--- config.mk ---
export PLATFORM = sky130hd
export DESIGN_NAME = pmx_top
export DESIGN_NICKNAME = d
export VERILOG_FILES = /design/src/inc/pmx_pkg.sv /design/src/hw/pmx_top.sv
export SDC_FILE = /design/constraint.sdc
export NUM_CORES = 1
export LEC_CHECK = 0
export BUFFER_PORTS_ARGS = -buffer_cell sky130_fd_sc_hd__buf_4
export CAP_MARGIN = 20
export CORE_AREA = 8 8 122 124
export CTS_BUF_LIST = sky130_fd_sc_hd__clkbuf_2
export DETAILED_ROUTE_END_ITERATION = 12
export DIE_AREA = 0 0 130 132
export PLACE_DENSITY = 0.82
export REMOVE_ABC_BUFFERS = 1
export SETUP_SLACK_MARGIN = 0.05
export SLEW_MARGIN = 30
export SYNTH_ARGS = -nofsm -noshare
export SYNTH_HDL_FRONTEND = slang
export SYNTH_SLANG_ARGS = --single-unit
--- constraint.sdc ---
create_clock -name MCLK_I -period 1.3 [get_ports MCLK_I]
set_input_delay 0.13 -clock MCLK_I [delete_from_list [all_inputs] [get_ports MCLK_I]]
set_output_delay 0.13 -clock MCLK_I [all_outputs]
set_load 0.01 [all_outputs]
--- src/inc/pmx_pkg.sv ---
// Purpose: Shared constants and types for the pin function multiplexer.
// Assumes: One core clock, synchronous active-low reset.
// Notes: Pad indices name the position of each shared pad in the general pad vector.
`default_nettype none
package pmx_pkg;
  // Widths of the pad groups
  localparam int PMX_GEN_W = 16;
  localparam int PMX_OD_W = 6;
  localparam int PMX_DAT_W = 16;
  localparam int PMX_IRQ_W = 4;
  // Positions inside the general pad vector
  localparam int PMX_PAD_TMR0 = 0;
  localparam int PMX_PAD_TMR1 = 1;
  localparam int PMX_PAD_GP = 2;
  localparam int PMX_PAD_SCLK = 3;
  localparam int PMX_PAD_SDIN = 4;
  localparam int PMX_PAD_SDOUT = 5;
  localparam int PMX_PAD_IRQ0 = 6;
  localparam int PMX_PAD_IRQ1 = 7;
  localparam int PMX_PAD_IRQ2 = 8;
  localparam int PMX_PAD_CLK = 9;
  localparam int PMX_PAD_RDY = 10;
  localparam int PMX_PAD_HACK = 11;
  localparam int PMX_PAD_HREQ = 12;
  localparam int PMX_PAD_WRU = 13;
  localparam int PMX_PAD_WR_LOW = 14;
  localparam int PMX_PAD_IRQ3 = 15;
  // Data bus halves
  localparam int PMX_DAT_UP_LSB = 8;
  // Positions inside the interrupt output vector
  localparam int PMX_IRQ_TWO = 2;
  localparam int PMX_IRQ_THREE = 3;

  // Function enables written by software
  typedef struct packed {
    logic tmr0_out_en;
    logic tmr1_out_en;
    logic ser_clk_out_en;
    logic ser_dout_en;
    logic clk_out_en;
    logic ready_en;
    logic hold_en;
    logic bus16;
    logic wru_en;
    logic wr_low_en;
  } pmx_fn_en_t;

  // Signals that peripherals and the bus unit want on their pads
  typedef struct packed {
    logic [1:0] timer_out;
    logic ser_clk;
    logic ser_dout;
    logic mach_clk;
    logic hold_ack;
    logic wr_upper_n;
    logic wr_lower_n;
    logic rd_n;
  } pmx_fn_drv_t;

  // Whole state of the multiplexer
  typedef struct packed {
    logic [PMX_GEN_W-1:0] gen_s1;
    logic [PMX_GEN_W-1:0] gen_s2;
    logic [PMX_OD_W-1:0] od_s1;
    logic [PMX_OD_W-1:0] od_s2;
    logic [PMX_DAT_W-1:0] dat_s1;
    logic [PMX_DAT_W-1:0] dat_s2;
    logic [PMX_GEN_W-1:0] gen_out;
    logic [PMX_GEN_W-1:0] gen_oe;
    logic [PMX_GEN_W-1:0] gen_pin;
    logic [PMX_OD_W-1:0] od_out;
    logic [PMX_OD_W-1:0] od_oe;
    logic [PMX_OD_W-1:0] od_read;
    logic [PMX_OD_W-1:0] an_conn;
    logic [PMX_DAT_W-1:0] dat_out;
    logic [PMX_DAT_W-1:0] dat_oe;
    logic [PMX_DAT_W-1:0] bus_rd;
    logic [PMX_IRQ_W-1:0] irq;
    logic rd_n;
    logic cap3;
    logic trig;
    logic ser_clk_in;
    logic ser_din;
    logic ready;
    logic hold_req;
  } pmx_state_t;

  localparam pmx_state_t PMX_STATE_RST = '0;
endpackage : pmx_pkg
`default_nettype wire

--- src/hw/pmx_top.sv ---
// Purpose: Per-pad choice between general-purpose port and peripheral or bus function.
// Assumes: All pad inputs are asynchronous and pass two flops; every output is registered.
// Notes: Pad drive lags its control inputs by one clock; pad reads lag the pad by three.
//
// What this block does
// Analog disabled: ordinary read of open-drain data returns pin level.
// Analog disabled: written open-drain data drives the pin directly.
// Software sets analog enable and data to 1 for analog use.
// Timer pads are ports unless both timer outputs are enabled.
// Serial clock pad is a port only while clock output is off.
// Serial data out pad carries data when enabled, else port.
// Serial input and interrupt pads stay ports; peripheral samples them.
// Software disables other outputs on pads used as peripheral inputs.
// Clock pad outputs machine clock when enabled, else port.
// Ready pad feeds wait control only when ready function enabled.
// Hold enabled: request input and acknowledge output pads, else ports.
// Upper write strobe only in 16-bit mode with output enabled.
// Lower write strobe on pad when enabled, else port.
// Upper data pads are bus bits in 16-bit mode, else ports.
// Lower data pads always serve as bus bits 0 to 7.
// Read strobe pad is dedicated to the bus read strobe.
// Interrupt input two clamped low in stop; only zero and one wake. Input three is left unclamped in stop.
// Mode select inputs are tied statically by the board.
// Standby input held high while power is applied.
// Standby input not driven low while reset is held low.
`default_nettype none
module pmx_top
  import pmx_pkg::*;
(
  input wire logic MCLK_I,
  input wire logic NRST_I,
  input wire pmx_fn_en_t FN_EN_I,
  input wire pmx_fn_drv_t FN_DRV_I,
  input wire logic STOP_I,
  input wire logic [PMX_GEN_W-1:0] GEN_PORT_DATA_I,
  input wire logic [PMX_GEN_W-1:0] GEN_PORT_DIR_I,
  input wire logic [PMX_GEN_W-1:0] GEN_PAD_I,
  output logic [PMX_GEN_W-1:0] GEN_PAD_O,
  output logic [PMX_GEN_W-1:0] GEN_PAD_OE_O,
  output logic [PMX_GEN_W-1:0] GEN_PORT_PIN_O,
  input wire logic [PMX_OD_W-1:0] ANALOG_EN_I,
  input wire logic [PMX_OD_W-1:0] OD_DATA_I,
  input wire logic OD_RMW_READ_I,
  input wire logic [PMX_OD_W-1:0] OD_PAD_I,
  output logic [PMX_OD_W-1:0] OD_PAD_O,
  output logic [PMX_OD_W-1:0] OD_PAD_OE_O,
  output logic [PMX_OD_W-1:0] OD_READ_O,
  output logic [PMX_OD_W-1:0] ANALOG_CONNECT_O,
  input wire logic [PMX_DAT_W-1:0] BUS_DATA_I,
  input wire logic BUS_DATA_OE_I,
  input wire logic [7:0] UPPER_PORT_DATA_I,
  input wire logic [7:0] UPPER_PORT_DIR_I,
  input wire logic [PMX_DAT_W-1:0] DATA_PAD_I,
  output logic [PMX_DAT_W-1:0] DATA_PAD_O,
  output logic [PMX_DAT_W-1:0] DATA_PAD_OE_O,
  output logic [PMX_DAT_W-1:0] BUS_DATA_O,
  output logic RD_N_O,
  output logic [PMX_IRQ_W-1:0] IRQ_O,
  output logic CAPTURE3_O,
  output logic CONV_TRIG_O,
  output logic SER_CLK_O,
  output logic SER_DIN_O,
  output logic BUS_READY_O,
  output logic HOLD_REQ_O
);

  pmx_state_t st_reg;
  pmx_state_t st_next;

  // Next state: synchronisers, pad drive selection and peripheral input routing
  always_comb begin
    logic [PMX_GEN_W-1:0] fn_sel;
    logic [PMX_GEN_W-1:0] fn_out;
    logic [PMX_GEN_W-1:0] fn_oe;
    fn_sel = '0;
    fn_out = '0;
    fn_oe = '0;
    st_next = st_reg;
    // First flops feed only the second flops
    st_next.gen_s1 = GEN_PAD_I;
    st_next.gen_s2 = st_reg.gen_s1;
    st_next.od_s1 = OD_PAD_I;
    st_next.od_s2 = st_reg.od_s1;
    st_next.dat_s1 = DATA_PAD_I;
    st_next.dat_s2 = st_reg.dat_s1;
    // Timer pads switch as a pair; a half-enabled pair stays on the port
    if (FN_EN_I.tmr0_out_en && FN_EN_I.tmr1_out_en) begin
      fn_sel[PMX_PAD_TMR1:PMX_PAD_TMR0] = 2'h3;
      fn_out[PMX_PAD_TMR1:PMX_PAD_TMR0] = FN_DRV_I.timer_out;
      fn_oe[PMX_PAD_TMR1:PMX_PAD_TMR0] = 2'h3;
    end
    fn_sel[PMX_PAD_SCLK] = FN_EN_I.ser_clk_out_en;
    fn_out[PMX_PAD_SCLK] = FN_DRV_I.ser_clk;
    fn_oe[PMX_PAD_SCLK] = 1'h1;
    fn_sel[PMX_PAD_SDOUT] = FN_EN_I.ser_dout_en;
    fn_out[PMX_PAD_SDOUT] = FN_DRV_I.ser_dout;
    fn_oe[PMX_PAD_SDOUT] = 1'h1;
    fn_sel[PMX_PAD_CLK] = FN_EN_I.clk_out_en;
    fn_out[PMX_PAD_CLK] = FN_DRV_I.mach_clk;
    fn_oe[PMX_PAD_CLK] = 1'h1;
    // Ready is input only: the selected pad is simply released
    fn_sel[PMX_PAD_RDY] = FN_EN_I.ready_en;
    fn_sel[PMX_PAD_HACK] = FN_EN_I.hold_en;
    fn_out[PMX_PAD_HACK] = FN_DRV_I.hold_ack;
    fn_oe[PMX_PAD_HACK] = 1'h1;
    fn_sel[PMX_PAD_HREQ] = FN_EN_I.hold_en;
    fn_sel[PMX_PAD_WRU] = FN_EN_I.bus16 && FN_EN_I.wru_en;
    fn_out[PMX_PAD_WRU] = FN_DRV_I.wr_upper_n;
    fn_oe[PMX_PAD_WRU] = 1'h1;
    fn_sel[PMX_PAD_WR_LOW] = FN_EN_I.wr_low_en;
    fn_out[PMX_PAD_WR_LOW] = FN_DRV_I.wr_lower_n;
    fn_oe[PMX_PAD_WR_LOW] = 1'h1;
    // Serial input and interrupt pads are never claimed, so the port keeps them
    for (int i = 0; i < PMX_GEN_W; i++) begin
      st_next.gen_out[i] = fn_sel[i] ? fn_out[i] : GEN_PORT_DATA_I[i];
      st_next.gen_oe[i] = fn_sel[i] ? fn_oe[i] : GEN_PORT_DIR_I[i];
    end
    st_next.gen_pin = st_reg.gen_s2;
    // Open-drain pads only ever pull low; a 1 releases the pad
    for (int i = 0; i < PMX_OD_W; i++) begin
      st_next.od_out[i] = 1'h0;
      st_next.od_oe[i] = !OD_DATA_I[i];
      st_next.od_read[i] = (ANALOG_EN_I[i] || OD_RMW_READ_I) ? OD_DATA_I[i] : st_reg.od_s2[i];
      // Analog path is only useful with the driver released
      st_next.an_conn[i] = ANALOG_EN_I[i] && OD_DATA_I[i];
    end
    // Lower data byte is bus only; upper byte follows the bus width
    st_next.dat_out[PMX_DAT_UP_LSB-1:0] = BUS_DATA_I[PMX_DAT_UP_LSB-1:0];
    st_next.dat_oe[PMX_DAT_UP_LSB-1:0] = {PMX_DAT_UP_LSB{BUS_DATA_OE_I}};
    if (FN_EN_I.bus16) begin
      st_next.dat_out[PMX_DAT_W-1:PMX_DAT_UP_LSB] = BUS_DATA_I[PMX_DAT_W-1:PMX_DAT_UP_LSB];
      st_next.dat_oe[PMX_DAT_W-1:PMX_DAT_UP_LSB] = {(PMX_DAT_W-PMX_DAT_UP_LSB){BUS_DATA_OE_I}};
    end else begin
      st_next.dat_out[PMX_DAT_W-1:PMX_DAT_UP_LSB] = UPPER_PORT_DATA_I;
      st_next.dat_oe[PMX_DAT_W-1:PMX_DAT_UP_LSB] = UPPER_PORT_DIR_I;
    end
    st_next.bus_rd = st_reg.dat_s2;
    st_next.rd_n = FN_DRV_I.rd_n;
    // Peripheral inputs sample the synchronised pads regardless of port use
    st_next.irq[0] = st_reg.gen_s2[PMX_PAD_IRQ0];
    st_next.irq[1] = st_reg.gen_s2[PMX_PAD_IRQ1];
    st_next.irq[PMX_IRQ_TWO] = st_reg.gen_s2[PMX_PAD_IRQ2] && !STOP_I;
    st_next.irq[PMX_IRQ_THREE] = st_reg.gen_s2[PMX_PAD_IRQ3];
    st_next.cap3 = st_reg.gen_s2[PMX_PAD_IRQ3];
    st_next.trig = st_reg.gen_s2[PMX_PAD_IRQ2];
    st_next.ser_clk_in = st_reg.gen_s2[PMX_PAD_SCLK];
    st_next.ser_din = st_reg.gen_s2[PMX_PAD_SDIN];
    // Without the ready function the bus never waits
    st_next.ready = FN_EN_I.ready_en ? st_reg.gen_s2[PMX_PAD_RDY] : 1'h1;
    st_next.hold_req = FN_EN_I.hold_en && st_reg.gen_s2[PMX_PAD_HREQ];
  end

  // Single state register
  always_ff @(posedge MCLK_I) begin
    if (!NRST_I) begin
      st_reg <= PMX_STATE_RST;
    end else begin
      st_reg <= st_next;
    end
  end

  // Outputs straight from the state register
  assign GEN_PAD_O = st_reg.gen_out;
  assign GEN_PAD_OE_O = st_reg.gen_oe;
  assign GEN_PORT_PIN_O = st_reg.gen_pin;
  assign OD_PAD_O = st_reg.od_out;
  assign OD_PAD_OE_O = st_reg.od_oe;
  assign OD_READ_O = st_reg.od_read;
  assign ANALOG_CONNECT_O = st_reg.an_conn;
  assign DATA_PAD_O = st_reg.dat_out;
  assign DATA_PAD_OE_O = st_reg.dat_oe;
  assign BUS_DATA_O = st_reg.bus_rd;
  assign RD_N_O = st_reg.rd_n;
  assign IRQ_O = st_reg.irq;
  assign CAPTURE3_O = st_reg.cap3;
  assign CONV_TRIG_O = st_reg.trig;
  assign SER_CLK_O = st_reg.ser_clk_in;
  assign SER_DIN_O = st_reg.ser_din;
  assign BUS_READY_O = st_reg.ready;
  assign HOLD_REQ_O = st_reg.hold_req;

  // Checks on pad selection and peripheral input routing
  od_read_a: assert property (@(posedge MCLK_I) disable iff (!NRST_I)
    (!ANALOG_EN_I[0] && !OD_RMW_READ_I) |=> OD_READ_O[0] == $past(st_reg.od_s2[0]))
    else $error("open-drain read did not return pin level");
  od_drive_a: assert property (@(posedge MCLK_I) disable iff (!NRST_I)
    1'h1 |=> (OD_PAD_OE_O == ~$past(OD_DATA_I)) && (OD_PAD_O == '0))
    else $error("open-drain pad not following written data");
  timer_pair_a: assert property (@(posedge MCLK_I) disable iff (!NRST_I)
    (FN_EN_I.tmr0_out_en && FN_EN_I.tmr1_out_en) |=>
      (GEN_PAD_O[1:0] == $past(FN_DRV_I.timer_out)) && (GEN_PAD_OE_O[1:0] == 2'h3))
    else $error("timer pads not carrying timer outputs");
  sclk_pad_a: assert property (@(posedge MCLK_I) disable iff (!NRST_I)
    !FN_EN_I.ser_clk_out_en |=> GEN_PAD_OE_O[PMX_PAD_SCLK] == $past(GEN_PORT_DIR_I[PMX_PAD_SCLK]))
    else $error("serial clock pad not released to port");
  sdout_pad_a: assert property (@(posedge MCLK_I) disable iff (!NRST_I)
    FN_EN_I.ser_dout_en |=> GEN_PAD_OE_O[PMX_PAD_SDOUT] && GEN_PAD_O[PMX_PAD_SDOUT] == $past(FN_DRV_I.ser_dout))
    else $error("serial data pad not driven");
  port_keep_a: assert property (@(posedge MCLK_I) disable iff (!NRST_I)
    1'h1 |=> GEN_PAD_O[PMX_PAD_SDIN] == $past(GEN_PORT_DATA_I[PMX_PAD_SDIN]))
    else $error("serial input pad lost its port");
  clk_pad_a: assert property (@(posedge MCLK_I) disable iff (!NRST_I)
    FN_EN_I.clk_out_en |=> GEN_PAD_O[PMX_PAD_CLK] == $past(FN_DRV_I.mach_clk))
    else $error("clock pad not carrying machine clock");
  ready_off_a: assert property (@(posedge MCLK_I) disable iff (!NRST_I)
    !FN_EN_I.ready_en |=> BUS_READY_O)
    else $error("bus waited with ready disabled");
  hold_off_a: assert property (@(posedge MCLK_I) disable iff (!NRST_I)
    !FN_EN_I.hold_en |=> !HOLD_REQ_O)
    else $error("hold request passed while disabled");
  wru_pad_a: assert property (@(posedge MCLK_I) disable iff (!NRST_I)
    !FN_EN_I.bus16 |=> GEN_PAD_O[PMX_PAD_WRU] == $past(GEN_PORT_DATA_I[PMX_PAD_WRU]))
    else $error("upper write strobe in 8-bit mode");
  wr_low_pad_a: assert property (@(posedge MCLK_I) disable iff (!NRST_I)
    FN_EN_I.wr_low_en |=> GEN_PAD_O[PMX_PAD_WR_LOW] == $past(FN_DRV_I.wr_lower_n))
    else $error("lower write strobe missing");
  data_up_a: assert property (@(posedge MCLK_I) disable iff (!NRST_I)
    !FN_EN_I.bus16 |=> DATA_PAD_O[15:8] == $past(UPPER_PORT_DATA_I))
    else $error("upper data pads not on port in 8-bit mode");
  data_low_a: assert property (@(posedge MCLK_I) disable iff (!NRST_I)
    1'h1 |=> DATA_PAD_O[7:0] == $past(BUS_DATA_I[7:0]))
    else $error("lower data pads left the bus");
  rd_pad_a: assert property (@(posedge MCLK_I) disable iff (!NRST_I)
    1'h1 |=> RD_N_O == $past(FN_DRV_I.rd_n))
    else $error("read strobe not passed");
  stop_clamp_a: assert property (@(posedge MCLK_I) disable iff (!NRST_I)
    STOP_I |=> !IRQ_O[PMX_IRQ_TWO])
    else $error("interrupt two not clamped in stop");
endmodule : pmx_top
`default_nettype wire

==> impl_metrics.env, run 1 <==
export IMPL_outcome="did not finish"
export IMPL_stop_stage="clock tree synthesis"
export IMPL_error="[ERROR RSZ-0060] Max buffer count reached."
export IMPL_synth_ff_type="dfxtp_1"
export IMPL_synthArstFlopShare=0
export IMPL_synth_seq_cells=187
export IMPL_yosysUniqueCellTypes=23
export IMPL_avgSynthCellArea_sq_um=11.2
export IMPL_place_congestion=0.799
export IMPL_yosysMostFrequentCell="dfxtp_1"
export IMPL_initial_core_util=0.487
export IMPL_cts_max_level=4
export IMPL_num_rows=42
export IMPL_cts_made_buffers=17
export IMPL_seq_area_frac_synth=0.592
export IMPL_cts_sinks=187
export IMPL_synth_area_sq_um=6320
export IMPL_synth_area_leader_cell="dfxtp_1"
export IMPL_ctsHoldBuffers=180
export IMPL_post_cts_repair_setup_buffers=0
export IMPL_clk_path_buf_depth=2
export IMPL_cts_resized=207
export IMPL_synth_top_area_share=0.592
export IMPL_dieWidth_um=130
export IMPL_cts_root_buffer="clkbuf_2"
export IMPL_ioPinCount=269
export IMPL_synthCells=566
export IMPL_port_buffers=262
export IMPL_chipHeight_um=132
export IMPL_ys_warn_count=0
export IMPL_yosys_top_cells_count="dfxtp_1 (187), and2_1 (132), buf_4 (128), nor2b_1 (20)"
export IMPL_synth_edff_count=0
export IMPL_yosys_top_cells_area="dfxtp_1 (59%), buf_4 (15%), and2_1 (13%), mux2i_1 (2.1%), nor2b_1 (2.0%)"
## cell families after synthesis
logic type,count (synthesis),share of synthesized area
buf+inv,149,0.170
mux,13,0.0206
compound gates,32,0.0368
flops,187,0.592
simple gates,184,0.180
other cells,1,0.000593
## metrics by stage
stage	utilization	hold slack [ns]	cell area, sq um	std cells	setup WS [ns]
after floorplan	-	0.202	5270	423	0.390
after global placement	0.579	0.294	7520	864	0.409
after detailed placement	0.579	0.291	7520	864	0.396
==> run 2, diff against run 1 <==
Settings changed: CORE_AREA 8 8 122 124 to 8 8 144 146, CTS_BUF_LIST sky130_fd_sc_hd__clkbuf_2 to unset, DIE_AREA 0 0 130 132 to 0 0 152 154, PLACE_DENSITY 0.82 to unset, PLACE_DENSITY_LB_ADDON set to 0.15, SETUP_SLACK_MARGIN 0.05 to unset.
==> run 2 against run 1 <==
Net effect:
- the run now ends clean
- synthesized cell count stayed put
- synthesized area is the same
==> impl_metrics.env, run 2 <==
export IMPL_period_share=0.963
export IMPL_p_switching_uw=2820
export IMPL_utilization=0.513
export IMPL_clk_insertion_delay_late_ns=0.42
export IMPL_p_sw_frac=0.230
export IMPL_seqPwrFrac=0.497
export IMPL_hold_class="primary input to register"
export IMPL_synth_edff_count=0
export IMPL_layout_drive_gt1_share=0.349
export IMPL_syn2layout_area_growth_pct=49.9
export IMPL_clk_path_buf_depth=2
export IMPL_place_area_sq_um=7590
export IMPL_cts_root_buffer="clkbuf_16"
export IMPL_wl_mm=14.4
export IMPL_vias=4325
export IMPL_grt_pass1_vias=4700
export IMPL_drc_errors=0
export IMPL_yosys_top_cells_count="dfxtp_1 (187), and2_1 (132), buf_4 (128), nor2b_1 (20)"
export IMPL_whs_path_depth=2
export IMPL_dieWidth_um=152
export IMPL_ant_nets=0
export IMPL_viasPerCell=3.98
export IMPL_critPathCaptureType="register"
export IMPL_setup_tns_ns=0
export IMPL_synth_top_area_share=0.592
export IMPL_synth_area_leader_cell="dfxtp_1"
export IMPL_grt_remaining_overflow=0
export IMPL_nets=979
export IMPL_antenna_found_initial=0
export IMPL_drt_iter0_markers=87
export IMPL_cts_tree="built"
export IMPL_ioPinCount=269
export IMPL_grt_pass1_wl_mm=23.4
export IMPL_grt_max_degree=86
export IMPL_cts_max_level=4
export IMPL_min_period_ns=1.25
export IMPL_slowest_stage="dlygate4sd3_1"
export IMPL_crit_chain="dlygate4sd3_1, buf_4, mux2i_1, dlygate4sd3_1, nor2b_1"
export IMPL_chipHeight_um=154
export IMPL_setup_viol=0
export IMPL_finalHoldViolations=0
export IMPL_layout_common_cells="buf_4 (262), dfxtp_1 (187), dlygate4sd3_1 (134)"
export IMPL_drtPass1Iterations=4
export IMPL_leakagePower_uw=0.00438
export IMPL_crit_top_cell="dlygate4sd3_1"
export IMPL_core_area_sq_um=18500
export IMPL_cpPeakStageDelay_ns=0.57
export IMPL_worstRegToRegCells=2
export IMPL_p_int_uw=9410
export IMPL_rsz0062_at_grt="no"
export IMPL_seq_area_frac_synth=0.592
export IMPL_synth_ff_type="dfxtp_1"
export IMPL_synth_seq_cells=187
export IMPL_cts_made_buffers=17
export IMPL_fin_area_sq_um=9480
export IMPL_largest_register_ffs=70
export IMPL_grt_use_total=0.124
export IMPL_num_rows=50
export IMPL_skew_ns=0.00682
export IMPL_power_density_nw_per_um2=1290
export IMPL_dp_hpwl_mm=9.69
export IMPL_synthArstFlopShare=0
export IMPL_crit_type="primary input to register"
export IMPL_irDropWorstVdd_uv=809
export IMPL_synth_area_sq_um=6320
export IMPL_port_buffers=262
export IMPL_synthCells=566
export IMPL_drv_cap=0
export IMPL_final_common_cell="buf_4"
export IMPL_combPwrFrac=0.116
export IMPL_avgSynthCellArea_sq_um=11.2
export IMPL_arrival_ns=1.57
export IMPL_slew_violations=0
export IMPL_initial_core_util=0.343
export IMPL_cp_data_required_time_ns=1.62
export IMPL_ys_warn_count=0
export IMPL_clk_pin_slew_ns=0.07
export IMPL_fmaxAchievable_mhz=799
export IMPL_clkPwrFrac=0.387
export IMPL_wl_per_cell_um=13.3
export IMPL_die_area_sq_um=23400
export IMPL_outcome="completed"
export IMPL_startpoint_type="primary input"
export IMPL_yosysUniqueCellTypes=23
export IMPL_yosysMostFrequentCell="dfxtp_1"
export IMPL_diodes=0
export IMPL_place_congestion=0.732
export IMPL_cts_sinks=187
export IMPL_yosys_top_cells_area="dfxtp_1 (59%), buf_4 (15%), and2_1 (13%), mux2i_1 (2.1%), nor2b_1 (2.0%)"
export IMPL_worstPathMaxFanout=1
-- run 2: cell counts after synthesis --
No cell type changed its count.
-- run 2: through the flow --
| step | std cells | worst slack (ns) | hold WS [ns] | power (uW) |
|---|---|---|---|---|
| 5_1_grt | 1087 | 0.0217 | 0.0158 | 12800 |
| 2_1_floorplan | 423 | 0.390 | 0.202 | 6510 |
| 3_5_place_dp | 922 | 0.389 | 0.291 | 7280 |
| 3_3_place_gp | 922 | 0.431 | 0.299 | 7260 |
| 6_report | 1087 | 0.0485 | 0.000886 | 12200 |
| 4_1_cts | 1092 | 0.0135 | 0.0261 | 12400 |
-- run 2: worst max-delay path: cells and delay by family --
kind	cells	cell delay (ns)
multiplexers	1	0.11
buffers and inverters	3	1.28
AND/OR/NAND/NOR	1	0.05
-- run 2: power groups by stage --
| stage | logic (uW) | clock network, uW | registers, uW |
|---|---|---|---|
| final | 1420 | 4740 | 6070 |
| after global routing | 1540 | 5170 | 6090 |
| after CTS | 1440 | 4940 | 6070 |
| after detailed placement | 1080 | 0 | 6200 |
| after global placement | 1060 | 0 | 6200 |
| after floorplan | 223 | 0 | 6290 |
-- run 2: cell type report --
type                       instances  area (sq um)
clock buffer                      17           425
clock inverter                    14           116
fill                            1658          8980
inverter                           1          3.75
multi-input combinational        235          1530
sequential                       187          3740
tap                              234           293
timing repair buffer             399          3370
-- run 2: repair_timing --
action,in CTS,in global routing
setup buffers,0,0
resized for setup,0,1
hold buffers,139,0
hold endpoints to repair,117,0
endpoints found under the setup margin,0,6
-- run 2: metal layers --
layer / global-route usage / vias up / part of all wire
li1: - / 2192 / -
met1: 0.129 / 1932 / 0.41
met2: 0.210 / 182 / 0.47
met3: 0.0617 / 19 / 0.096
met4: 0.0552 / 0 / 0.020
met5: 0 / - / 0
-- run 2: kinds of logic after synthesis --
| group | synth area share |
|---|---|
| compound gates | 0.0368 |
| mux | 0.0206 |
| flops | 0.592 |
| buf+inv | 0.170 |
| simple gates | 0.180 |
| other cells | 0.000593 |
-- run 2: path summary, 6_finish.rpt --
check	startpoint	end	slack, ns
max	UPPER_PORT_DATA_I[0]	DATA_PAD_O[8]	0.05
min reg2reg	st_next[96]	GEN_PORT_PIN_O[13]	0.43
min	OD_RMW_READ_I	OD_READ_O[2]	0.0009
max reg2reg	st_next[4]	IRQ_O[2]	0.64
No activity file was read; power rests on OpenSTA's default activity.
==> run 3, diff against run 2 <==
Settings changed: CORE_AREA 8 8 144 146 to 2 2 122 124, DIE_AREA 0 0 152 154 to 0 0 124 126.
==> run 3 against run 2 <==
Net effect:
- die area decreased by 33%
- sequential share of layout area increased by 0.55 points
- combinational power about the same
- final area decreased by 1.4%
- critical endpoint is now GEN_PAD_O[14]
- critical path depth unchanged
- first-iteration DRC count increased by 110%
==> impl_metrics.env, run 3 (same netlist as run 2, synthesis figures left out) <==
export IMPL_grt_met1_usage=0.179
export IMPL_setup_tns_ns=0
export IMPL_grt_use_total=0.176
export IMPL_drt_iter0_markers=186
export IMPL_rsz0062_at_grt="no"
export IMPL_irDropWorstVdd_uv=896
export IMPL_wl_per_cell_um=13.3
export IMPL_antenna_found_initial=0
export IMPL_cp_data_required_time_ns=1.61
export IMPL_final_common_cell="buf_4"
export IMPL_utilization=0.653
export IMPL_gr_usage_met2=0.322
export IMPL_dp_hpwl_mm=8.26
export IMPL_period_share=0.991
export IMPL_cts_sinks=187
export IMPL_ioPinCount=269
export IMPL_hold_class="primary input to register"
export IMPL_core_area_sq_um=14300
export IMPL_num_rows=44
export IMPL_crit_top_cell="dlygate4sd3_1"
export IMPL_cts_max_level=4
export IMPL_nets=975
export IMPL_vias=4343
export IMPL_layout_drive_gt1_share=0.343
export IMPL_clk_insertion_delay_late_ns=0.41
export IMPL_cts_tree="built"
export IMPL_die_area_sq_um=15600
export IMPL_critPathCaptureType="register"
export IMPL_ant_nets=0
export IMPL_cts_root_buffer="clkbuf_16"
export IMPL_grt_pass1_wl_mm=21.2
export IMPL_setup_viol=0
export IMPL_port_buffers=262
export IMPL_grtUsageMet3=0.0620
export IMPL_finalPower_uw=12100
export IMPL_largest_register_ffs=70
export IMPL_slowest_stage="dlygate4sd3_1"
export IMPL_crit_type="primary input to register"
export IMPL_grt_remaining_overflow=0
export IMPL_cpPeakStageDelay_ns=0.57
export IMPL_viasPerCell=4.22
export IMPL_slew_violations=0
export IMPL_syn2layout_area_growth_pct=47.8
export IMPL_skew_ns=0.00477
export IMPL_fillCellCount=1100
export IMPL_cts_made_buffers=17
export IMPL_wl_mm=13.6
export IMPL_fin_worst_hold_slack_ns=0.0126
export IMPL_grt_pass1_vias=4501
export IMPL_drc_errors=0
export IMPL_drv_cap=0
export IMPL_outcome="completed"
export IMPL_min_period_ns=1.29
export IMPL_clk_pin_slew_ns=0.06
export IMPL_finalHoldViolations=0
export IMPL_arrival_ns=1.60
export IMPL_worstPathMaxFanout=1
export IMPL_dp_cells=872
export IMPL_chipHeight_um=126
export IMPL_drtPass1Iterations=4
export IMPL_initial_core_util=0.442
export IMPL_layout_common_cells="buf_4 (262), dfxtp_1 (187), and2_1 (132)"
export IMPL_crit_chain="dlygate4sd3_1, buf_4, mux2i_1, dlygate4sd3_1, nor2b_1"
export IMPL_place_congestion=0.731
export IMPL_diodes=0
export IMPL_startpoint_type="primary input"
export IMPL_clk_path_buf_depth=2
export IMPL_grt_busiest_layer="met2"
export IMPL_grt_max_degree=78
export IMPL_power_density_nw_per_um2=1290
export IMPL_dieWidth_um=124
export IMPL_leakagePower_uw=0.00435
export IMPL_final_cells=1029
export IMPL_fmaxAchievable_mhz=776
## run 3: changes by cell type in the layout (fill, tap and decap cells not counted), sizes merged
cell / delta
bufinv: +1
clkbuf: +6
clkinvlp: -3
dlygate4sd3: -4
inv: -5
clkinv: -3
## run 3: area by class of cell
class | count | area (sq um) | area share
clock inverters | 4 | 45.0 | 0.00482
flip-flops and latches | 187 | 3740 | 0.401
multi-input cells | 235 | 1530 | 0.163
clock buffers | 23 | 468 | 0.0501
well taps | 184 | 230 | 0.0246
repair buffers | 395 | 3330 | 0.356
inverters | 1 | 3.75 | 0.000402
## run 3: worst max-delay path: cells and delay by family
family	cells	cell delay (ns)
buffers and inverters	3	1.26
muxes	1	0.16
and+or+nand+nor	1	0.05
## run 3: worst paths after layout
| kind | start | endpoint | slack (ns) | depth (start not counted) |
|---|---|---|---|---|
| setup / recovery | GEN_PORT_DATA_I[14] | GEN_PAD_O[14] | 0.01 | 5 |
| setup reg to reg | st_next[4] | IRQ_O[2] | 0.66 | 2 |
| hold reg to reg | st_next[131] | st_next[11] | 0.43 | 1 |
| hold / removal | OD_RMW_READ_I | OD_READ_O[0] | 0.01 | 2 |
## run 3: layer usage
layer,vias up,routed length (um)
met5,-,0
met4,0,290
met3,21,1280
met2,182,7030
met1,1968,5050
li1,2172,-
## run 3: metrics by stage
step                      setup WS (ns)  cell area, sq um
after floorplan                   0.390              5270
after global placement            0.381              7530
after detailed placement          0.337              7530
after CTS                        0.0159              9400
after global routing            0.00294              9350
final                            0.0113              9350
## run 3: repair_timing
item	in CTS	in global routing
setup buffers	0	0
hold endpoints to repair	116	0
hold buffers	136	0
setup endpoints to repair	0	7
resized for setup	0	1
## run 3: power breakdown
part           switching (uW)  internal [uW]  leakage, uW
registers                77.2           6010      0.00155
logic                     492            914      0.00255
clock network            1930           2680     0.000254
total                    2500           9600      0.00435
